$ cat config.mk
export PLATFORM = sky130hd
export DESIGN_NAME = tcm_timer
export DESIGN_NICKNAME = d
export VERILOG_FILES = /design/src/verilog/tcm_pkg.sv /design/src/verilog/tcm_presc_if.sv /design/src/verilog/tcm_prescaler.sv /design/src/verilog/tcm_timer.sv
export SDC_FILE = /design/constraint.sdc
export NUM_CORES = 1
export LEC_CHECK = 0
export BUFFER_PORTS_ARGS = -buffer_cell sky130_fd_sc_hd__buf_2
export CORE_MARGIN = 5
export CORE_UTILIZATION = 54
export DETAILED_ROUTE_END_ITERATION = 8
export HOLD_SLACK_MARGIN = 0.05
export PLACE_DENSITY = 0.76
export SYNTH_ARGS = -nofsm -noshare
export SYNTH_HDL_FRONTEND = slang
export SYNTH_SLANG_ARGS = --single-unit
$ cat constraint.sdc
create_clock -name i_sys_clk -period 2 [get_ports i_sys_clk]
set_input_delay 0.2 -clock i_sys_clk [delete_from_list [all_inputs] [get_ports i_sys_clk]]
set_output_delay 0.2 -clock i_sys_clk [all_outputs]
set_load 0.02 [all_outputs]
$ cat src/verilog/tcm_pkg.sv
package tcm_pkg;

	// ------------------------------------------------------------------
	// Clock rates and prescaler shape
	// ------------------------------------------------------------------
	localparam int unsigned SYS_CLK_HZ = 50_000_000;
	localparam int unsigned LOW_CLK_HZ = 32_768;
	// Low clock enable is made from the system clock by rounding division
	localparam int unsigned LOW_DIV =
		(SYS_CLK_HZ + LOW_CLK_HZ / 2) / LOW_CLK_HZ;
	localparam int unsigned HF_W   = 11;
	localparam int unsigned SH_S0  = 11;
	localparam int unsigned SH_S1  = 7;
	localparam int unsigned SH_S2  = 5;
	localparam int unsigned SH_S3  = 3;
	localparam int unsigned SH_H2  = 1;
	localparam int unsigned SH_H1  = 0;

	// ------------------------------------------------------------------
	// Register bus
	// ------------------------------------------------------------------
	localparam int unsigned ADDR_W = 3;
	localparam int unsigned DATA_W = 8;
	localparam logic [2:0] OFS_CONTROL = 3'h0;
	localparam logic [2:0] OFS_COMPARE = 3'h1;
	localparam logic [2:0] OFS_COUNT   = 3'h2;
	localparam logic [2:0] OFS_STATUS  = 3'h3;
	localparam logic [2:0] OFS_MASK    = 3'h4;
	localparam logic [2:0] OFS_SYSCTL  = 3'h5;

	// ------------------------------------------------------------------
	// Field positions
	// ------------------------------------------------------------------
	localparam int unsigned CTL_FF_BIT   = 7;
	localparam int unsigned CTL_SEL_LSB  = 4;
	localparam int unsigned CTL_RUN_BIT  = 3;
	localparam int unsigned CTL_MODE_LSB = 0;
	localparam int unsigned SYS_PSEL_BIT = 0;
	localparam int unsigned SYS_LOW_BIT  = 1;
	localparam int unsigned IRQ_MATCH    = 0;

	// ------------------------------------------------------------------
	// Modes and clock slots
	// ------------------------------------------------------------------
	localparam logic [2:0] MODE_TIMER   = 3'h0;
	localparam logic [2:0] MODE_DIVIDER = 3'h1;
	localparam logic [2:0] SEL_SLOT0 = 3'h0;
	localparam logic [2:0] SEL_SLOT1 = 3'h1;
	localparam logic [2:0] SEL_SLOT2 = 3'h2;
	localparam logic [2:0] SEL_SLOT3 = 3'h3;
	localparam logic [2:0] SEL_LOW   = 3'h4;
	localparam logic [2:0] SEL_HALF  = 3'h5;
	localparam logic [2:0] SEL_FULL  = 3'h6;
	localparam logic [2:0] SEL_PIN   = 3'h7;

	// ------------------------------------------------------------------
	// Reset values
	// ------------------------------------------------------------------
	localparam logic [7:0] RST_COMPARE = 8'h00;
	localparam logic [7:0] RST_MASK    = 8'h00;

endpackage : tcm_pkg

$ cat src/verilog/tcm_presc_if.sv
`timescale 1ns/100ps
interface tcm_presc_if;
	import tcm_pkg::*;
	logic [HF_W:0] hf_tick;
	logic          lf_tick;
	logic          lf8_tick;
	modport gen (output hf_tick, output lf_tick, output lf8_tick);
	modport use_side (input hf_tick, input lf_tick, input lf8_tick);
endinterface : tcm_presc_if

$ cat src/verilog/tcm_prescaler.sv
`timescale 1ns/100ps
module tcm_prescaler #(
	parameter int unsigned LOW_DIV_P = tcm_pkg::LOW_DIV
) (
	input  wire logic     i_sys_clk,
	input  wire logic     i_rst_n,
	tcm_presc_if.gen      o_presc
);
	import tcm_pkg::*;

	localparam int unsigned LW = $clog2(LOW_DIV_P);

	typedef struct packed {
		logic [HF_W-1:0] hf_cnt;
		logic [LW-1:0]   lf_cnt;
		logic [2:0]      lf8_cnt;
	} tcm_presc_t;

	tcm_presc_t st;
	tcm_presc_t next_st;
	logic       lf_wrap;

	// ------------------------------------------------------------------
	// Tick decode
	// ------------------------------------------------------------------
	// Full rate enable is always on
	assign o_presc.hf_tick[0] = 1'b1;
	genvar k;
	generate
		for (k = 1; k <= HF_W; k++) begin : g_hf
			// Divided by 2^k once per wrap of the low k bits
			assign o_presc.hf_tick[k] = &st.hf_cnt[k-1:0];
		end
	endgenerate
	assign lf_wrap           = (st.lf_cnt == LW'(LOW_DIV_P - 1));
	assign o_presc.lf_tick   = lf_wrap;
	assign o_presc.lf8_tick  = lf_wrap && (&st.lf8_cnt);

	// Next state of the dividers
	always_comb begin
		next_st        = st;
		next_st.hf_cnt = st.hf_cnt + 1'b1;
		if (lf_wrap) begin
			next_st.lf_cnt  = '0;
			next_st.lf8_cnt = st.lf8_cnt + 1'b1;
		end else begin
			next_st.lf_cnt = st.lf_cnt + 1'b1;
		end
	end

	// Divider registers
	always_ff @(posedge i_sys_clk or negedge i_rst_n) begin
		if (!i_rst_n) begin
			st <= '0;
		end else begin
			st <= next_st;
		end
	end

endmodule : tcm_prescaler

$ cat src/verilog/tcm_timer.sv
// Implementation choices: the register offsets and the strobed register port.
`timescale 1ns/100ps
module tcm_timer #(
	parameter int unsigned LOW_DIV_P = tcm_pkg::LOW_DIV
) (
	input  wire logic                        i_sys_clk,
	input  wire logic                        i_nrst,
	input  wire logic [tcm_pkg::ADDR_W-1:0]  i_addr,
	input  wire logic [tcm_pkg::DATA_W-1:0]  i_wdata,
	input  wire logic                        i_wr,
	input  wire logic                        i_rd,
	output logic      [tcm_pkg::DATA_W-1:0]  o_rdata,
	input  wire logic                        i_event_input_pin,
	output logic                             o_divider_out_pin,
	output logic                             o_match_irq
);
	import tcm_pkg::*;

	// ------------------------------------------------------------------
	// State
	// ------------------------------------------------------------------
	typedef struct packed {
		logic        run;
		logic        ff_state;
		logic [2:0]  mode;
		logic [2:0]  clk_sel;
		logic [7:0]  cmp;
		logic [7:0]  count;
		logic        presc_sel;
		logic        low_speed;
		logic        status;
		logic        mask;
		logic        irq;
		logic        pin;
		logic [7:0]  rdata;
		logic        ev_s1;
		logic        ev_s2;
		logic        ev_s3;
	} tcm_state_t;

	localparam tcm_state_t ST_RST = '{
		pin     : 1'b1,
		cmp     : RST_COMPARE,
		default : '0
	};

	tcm_state_t  st;
	tcm_state_t  next_st;
	logic [1:0]  rst_sync;
	logic        rst_n;
	logic        src_tick;
	logic        ev_fall;
	logic        active;
	logic        step;
	logic        match;
	logic [7:0]  inc;
	logic        wr_ctl;
	logic        wr_cmp;
	logic        wr_sts;
	logic        wr_msk;
	logic        wr_sys;

	tcm_presc_if presc ();

	// ------------------------------------------------------------------
	// Reset release
	// ------------------------------------------------------------------
	// Two stage release so the rest of the block leaves reset cleanly
	always_ff @(posedge i_sys_clk or negedge i_nrst) begin
		if (!i_nrst) begin
			rst_sync <= 2'b00;
		end else begin
			rst_sync <= {rst_sync[0], 1'b1};
		end
	end
	assign rst_n = rst_sync[1];

	// ------------------------------------------------------------------
	// Prescaler
	// ------------------------------------------------------------------
	tcm_prescaler #(
		.LOW_DIV_P (LOW_DIV_P)
	) u_presc (
		.i_sys_clk (i_sys_clk),
		.i_rst_n   (rst_n),
		.o_presc   (presc.gen)
	);

	// ------------------------------------------------------------------
	// Helpers
	// ------------------------------------------------------------------
	// Write strobe aimed at one register offset
	function automatic logic wr_hit(input logic wr,
			input logic [ADDR_W-1:0] addr,
			input logic [ADDR_W-1:0] ofs);
		wr_hit = wr && (addr == ofs);
	endfunction : wr_hit

	assign wr_ctl = wr_hit(i_wr, i_addr, OFS_CONTROL);
	assign wr_cmp = wr_hit(i_wr, i_addr, OFS_COMPARE);
	assign wr_sts = wr_hit(i_wr, i_addr, OFS_STATUS);
	assign wr_msk = wr_hit(i_wr, i_addr, OFS_MASK);
	assign wr_sys = wr_hit(i_wr, i_addr, OFS_SYSCTL);

	// Falling edge seen between the last two synchronised samples
	assign ev_fall = st.ev_s3 && !st.ev_s2;

	// ------------------------------------------------------------------
	// Source clock slot
	// ------------------------------------------------------------------
	// Slowest slot swaps to low clock over 8 when selected or slow running
	always_comb begin
		unique case (st.clk_sel)
			SEL_SLOT0: src_tick = (st.presc_sel || st.low_speed) ?
				presc.lf8_tick : presc.hf_tick[SH_S0];
			SEL_SLOT1: src_tick = presc.hf_tick[SH_S1];
			SEL_SLOT2: src_tick = presc.hf_tick[SH_S2];
			SEL_SLOT3: src_tick = presc.hf_tick[SH_S3];
			SEL_LOW:   src_tick = presc.lf_tick;
			SEL_HALF:  src_tick = presc.hf_tick[SH_H2];
			SEL_FULL:  src_tick = presc.hf_tick[SH_H1];
			SEL_PIN:   src_tick = ev_fall;
		endcase
	end

	// ------------------------------------------------------------------
	// Counter core
	// ------------------------------------------------------------------
	// Only the two 8-bit modes count; other codes leave the counter idle
	assign active = st.run &&
		(st.mode == MODE_TIMER || st.mode == MODE_DIVIDER);
	assign step   = active && src_tick;
	assign inc    = st.count + 8'h01;
	// Compare value is read live, no shadow copy
	assign match  = step && (inc == st.cmp);

	// Next state of counter, flop, registers and read data
	always_comb begin
		next_st       = st;
		next_st.rdata = 8'h00;
		// Pin sampler chain
		next_st.ev_s1 = i_event_input_pin;
		next_st.ev_s2 = st.ev_s1;
		next_st.ev_s3 = st.ev_s2;
		// Count on each tick, clear on match and keep going
		if (step) begin
			next_st.count = match ? 8'h00 : inc;
		end
		// Divider mode flips the output flop at every match
		if (match && st.mode == MODE_DIVIDER) begin
			next_st.ff_state = ~st.ff_state;
		end
		// Control write; preset only lands while stopped before the write
		if (wr_ctl) begin
			next_st.run     = i_wdata[CTL_RUN_BIT];
			next_st.mode    = i_wdata[CTL_MODE_LSB +: 3];
			next_st.clk_sel = i_wdata[CTL_SEL_LSB +: 3];
			if (!st.run) begin
				next_st.ff_state = i_wdata[CTL_FF_BIT];
			end
		end
		// Stopped counter sits at zero
		if (!next_st.run) begin
			next_st.count = 8'h00;
		end
		if (wr_cmp) begin
			next_st.cmp = i_wdata;
		end
		if (wr_msk) begin
			next_st.mask = i_wdata[IRQ_MATCH];
		end
		if (wr_sys) begin
			next_st.presc_sel = i_wdata[SYS_PSEL_BIT];
			next_st.low_speed = i_wdata[SYS_LOW_BIT];
		end
		// Write one clears; a match in the same cycle wins
		if (wr_sts && i_wdata[IRQ_MATCH]) begin
			next_st.status = 1'b0;
		end
		if (match) begin
			next_st.status = 1'b1;
		end
		next_st.irq = next_st.status && next_st.mask;
		// Pin mirrors the flop inverted
		next_st.pin = ~next_st.ff_state;
		// Read data for the cycle after the strobe
		if (i_rd) begin
			unique case (i_addr)
				OFS_CONTROL: next_st.rdata = {st.ff_state, st.clk_sel,
					st.run, st.mode};
				OFS_COMPARE: next_st.rdata = st.cmp;
				OFS_COUNT:   next_st.rdata = st.count;
				OFS_STATUS:  next_st.rdata = {7'h00, st.status};
				OFS_MASK:    next_st.rdata = {7'h00, st.mask};
				OFS_SYSCTL:  next_st.rdata = {6'h00, st.low_speed,
					st.presc_sel};
				default:     next_st.rdata = 8'h00;
			endcase
		end
	end

	// State register
	always_ff @(posedge i_sys_clk or negedge rst_n) begin
		if (!rst_n) begin
			st <= ST_RST;
		end else begin
			st <= next_st;
		end
	end

	// ------------------------------------------------------------------
	// Outputs
	// ------------------------------------------------------------------
	assign o_rdata           = st.rdata;
	assign o_divider_out_pin = st.pin;
	assign o_match_irq       = st.irq;
endmodule : tcm_timer

==> flow_summary.toml <==
[worst_setup_path]
arrival_ns = 2.26
cp_data_required_time_ns = 2.22
cp_top_family = "compound AO/OA/AOI/OAI gates"
critical_path_buf_inv_count = 0
startpoint = "st[18]"
rrSetupSlack_ns = -0.04
reg2reg_to = "st[39]"
startpoint_type = "flop"
crit_path_max_incr_delay_ns = 0.42
slowest_stage = "dfrtp_1"
crit_path_end = "st[39]"
crit-reg2reg-launch = "st[18]"
crit_path_end_kind = "flop"
reg2reg_depth = 7
crit_path_cell_trace = "ha_4, nand3_4, xnor2_2, nor4_2, o2111ai_2, o31a_1, o31a_1"
critPathMaxFanout = 4
worst-setup-path-type = "reg2reg"
cpMostUsedCell = "o31a_1"
crit_cells = 7

[yosys]
syn_area_um2 = 3410
avgSynthCellArea_um2 = 10.7
yosys.area.top_type = "dfrtp_1"
synth_cell_types = 51
synth_top_area_share_pct = 49.2
syn-num-nets = 341
synth-seq-cells = 68
synth_edf_count = 0
async_flop_share_pct = 100
ys.flop_type = "dfrtp_1"
synthTopCellsByArea = "dfrtp_1 (49%), mux2_2 (6.6%), xnor2_1 (4.1%)"
ys_seq_area_share_pct = 50.0
syn_inst = 319
yosysWarningCount = 0

[detailed_routing]
drt_pass1_iterations = 4
ant_nets = 0
wire_per_inst_um = 15.7
wirelength_um = 7000
drt_iter0_markers = 105
vias_per_cell = 5.55
num_vias = 2483
drc_errors = 0

[floorplan]
dieHeight_um = 89.4
core_um2 = 6240
die_x_um = 89.4
dieArea_um2 = 8000
num_rows = 29
io_pins = 26
start_util_pct = 54.6

[worst_hold_path]
hp-class = "in2reg"

[pwr]
clkPwrFrac_pct = 29.9
p_int_w = 0.00221
switching_share_pct = 27.2
vdd_drop_max_mv = 0.499
p_comb_share_pct = 16.6
seqPwrFrac_pct = 53.5
power_w = 0.00303
p_leak_nw = 1.83
switchingPower_w = 0.000823
power.density_nw_per_um2 = 748

[global_route]
antenna_found_initial = 0
grt_pass1_vias = 2543
grt_usage_pct = 19.5
met1_usage_pct = 23.1
grt_busiest_layer = "met2"
grt_pass1_wl_um = 11800
met3_usage_pct = 6.27
grt_max_degree = 31
grt-ovfl-total = 0
met2_usage_pct = 32.5

[sta]
hold_viol_final = 0
fin_crit_sh_pct = 102
setup_viol = 2
fmax_mhz = 489
slew_viol_final = 0
rsz0062_at_grt = "true"
worstMarginPinSlew_ns = 0.632
finalSetupTns_ns = -0.0479
period_minus_slack_ns = 2.04
timing.final.ws_setup_ns = -0.0440
slew_headroom_pct = 57.8
finalClockSkew_ns = 0.00711

[cells_and_area]
fin_cells = 447
drive_above_1_share_pct = 32.2
layout_common_cells = "dfrtp_1 (63), nor2_1 (32), buf_4 (27)"
syn_to_final_growth_pct = 18.8
n_antenna_cell = 0
final_nets = 391
fin_area_um2 = 4050
fillCellCount = 487
layout_commonest_cell = "dfrtp_1"
final_core_util_pct = 64.9

[placement]
io_buffers = 25
gp_congestion = 0.871
hpwl_um = 5040
postPlaceCellArea_um2 = 3750
dp.cells = 429

[clocking]
clock_latency_ns = 0.34
cts-root-buf = "clkbuf_8"
clk_pin_slew_worst_paths_ns = 0.06
clock_sink_count = 68
cts_inserted_buffers = 9
cts_buffer_depth = 2
htreeDepth = 3
cts_tree = "yes"

[job]
maxCapViolations = 0

[status]
status = "finished, violations left"
violations = "negative setup slack"
[power by group through the flow]
stage	Combinational, W	Sequential [W]	Clock [W]
floorplan	0.000341	0.00163	0
CTS	0.000490	0.00162	0.000938
detailed placement	0.000477	0.00165	0
finish	0.000503	0.00162	0.000905
global placement	0.000462	0.00164	0
global route	0.000556	0.00164	0.000993
[routing by layer]
| layer | up-vias | wire (um) |
|---|---|---|
| met4 | 0 | 168 |
| met1 | 1201 | 3000 |
| met3 | 14 | 349 |
| met5 | - | 0 |
| met2 | 62 | 3480 |
| li1 | 1206 | - |
[synthesized netlist by cell type, types with 2 or more instances]
cell type  count
a21oi_1       12
a221o_1        2
a22oi_1        2
a31oi_1        6
and2_1         2
and3_1         5
buf_1          2
buf_2          3
buf_4         12
clkbuf_1       5
dfrtp_1       67
ha_1           6
inv_1          6
mux2_2        20
mux2i_1        8
nand2_1       19
nand2b_1       5
nand3_1       21
nand3b_1       3
nand4_1        4
nand4b_1       4
nor2_1        32
nor2b_1        4
nor3_1         4
nor4_1         4
nor4_2         2
o21ai_0        5
o31a_1         3
o31ai_1        2
or2_2          3
xnor2_1       16
xor2_1        11
[flip-flops by register name, indices dropped and copies added (netlist names)]
| signal | count |
|---|---|
| st | 29 |
| u_presc.st | 24 |
| o_rdata | 8 |
| next_st | 2 |
| rst_sync | 2 |
| o_divider_out_pin | 1 |
| o_match_irq | 1 |
| u_presc.o_presc.hf_tick | 1 |
[final cells by class]
| cell class | instances | area (um^2) | share of cell area [%] |
|---|---|---|---|
| sequential | 68 | 1710 | 42.2 |
| multi-input combinational | 223 | 1640 | 40.5 |
| timing repair buffer | 61 | 435 | 10.8 |
| tap | 77 | 96.3 | 2.38 |
| clock buffer | 12 | 145 | 3.58 |
| inverter | 6 | 22.5 | 0.556 |
[worst reg2reg max path: stages, from the launching register on]
cell and delay [ns]:
dfrtp_1 0.42, ha_4 0.20, nand3_4 0.09, xnor2_2 0.14
nor4_2 0.31, o2111ai_2 0.19, o31a_1 0.28, o31a_1 0.29
[what timing repair did]
| item | 4_1_cts | 5_1_grt |
|---|---|---|
| pin swaps | 6 | 12 |
| buffers inserted | 2 | 2 |
| endpoints found under the setup margin | 7 | 11 |
| hold buffers | 2 | 0 |
| hold endpoints to repair | 3 | 0 |
| gates resized for setup | 9 | 16 |
[worst min-delay path by stage]
stage | startpoint | end | slack (ns) | depth (start not counted)
floorplan | i_nrst | rst_sync[0] | -0.1 | 0
CTS | i_rd | o_rdata[0] | 0.09 | 2
global route | i_wdata[6] | st[35] | 0.1 | 2
finish | i_rd | o_rdata[0] | 0.10 | 2
detailed placement | i_nrst | rst_sync[0] | -0.01 | 1
global placement | i_nrst | rst_sync[0] | -0.01 | 1
[cell families (layout without fill, tap and decap cells)]
group	count (synthesis)	after routing	synth area share (%)
AO/OA/AOI/OAI	41	41	8.15
XOR/XNOR	28	28	7.42
adder cells (fa/ha/maj)	6	6	2.20
buffers and inverters	28	79	4.52
flip-flops	68	68	50.0
multiplexers	28	28	8.96
other	1	1	0.110
AND/OR/NAND/NOR	119	119	18.7
[stage by stage]
stage | hold WS [ns] | setup slack [ns]
2_1_floorplan | -0.0956 | -0.0601
3_3_place_gp | -0.0143 | -0.0105
3_5_place_dp | -0.0142 | -0.0768
4_1_cts | 0.0904 | -0.0133
5_1_grt | 0.0982 | -0.178
6_report | 0.101 | -0.0440
Power figures use the tool's default switching activity.
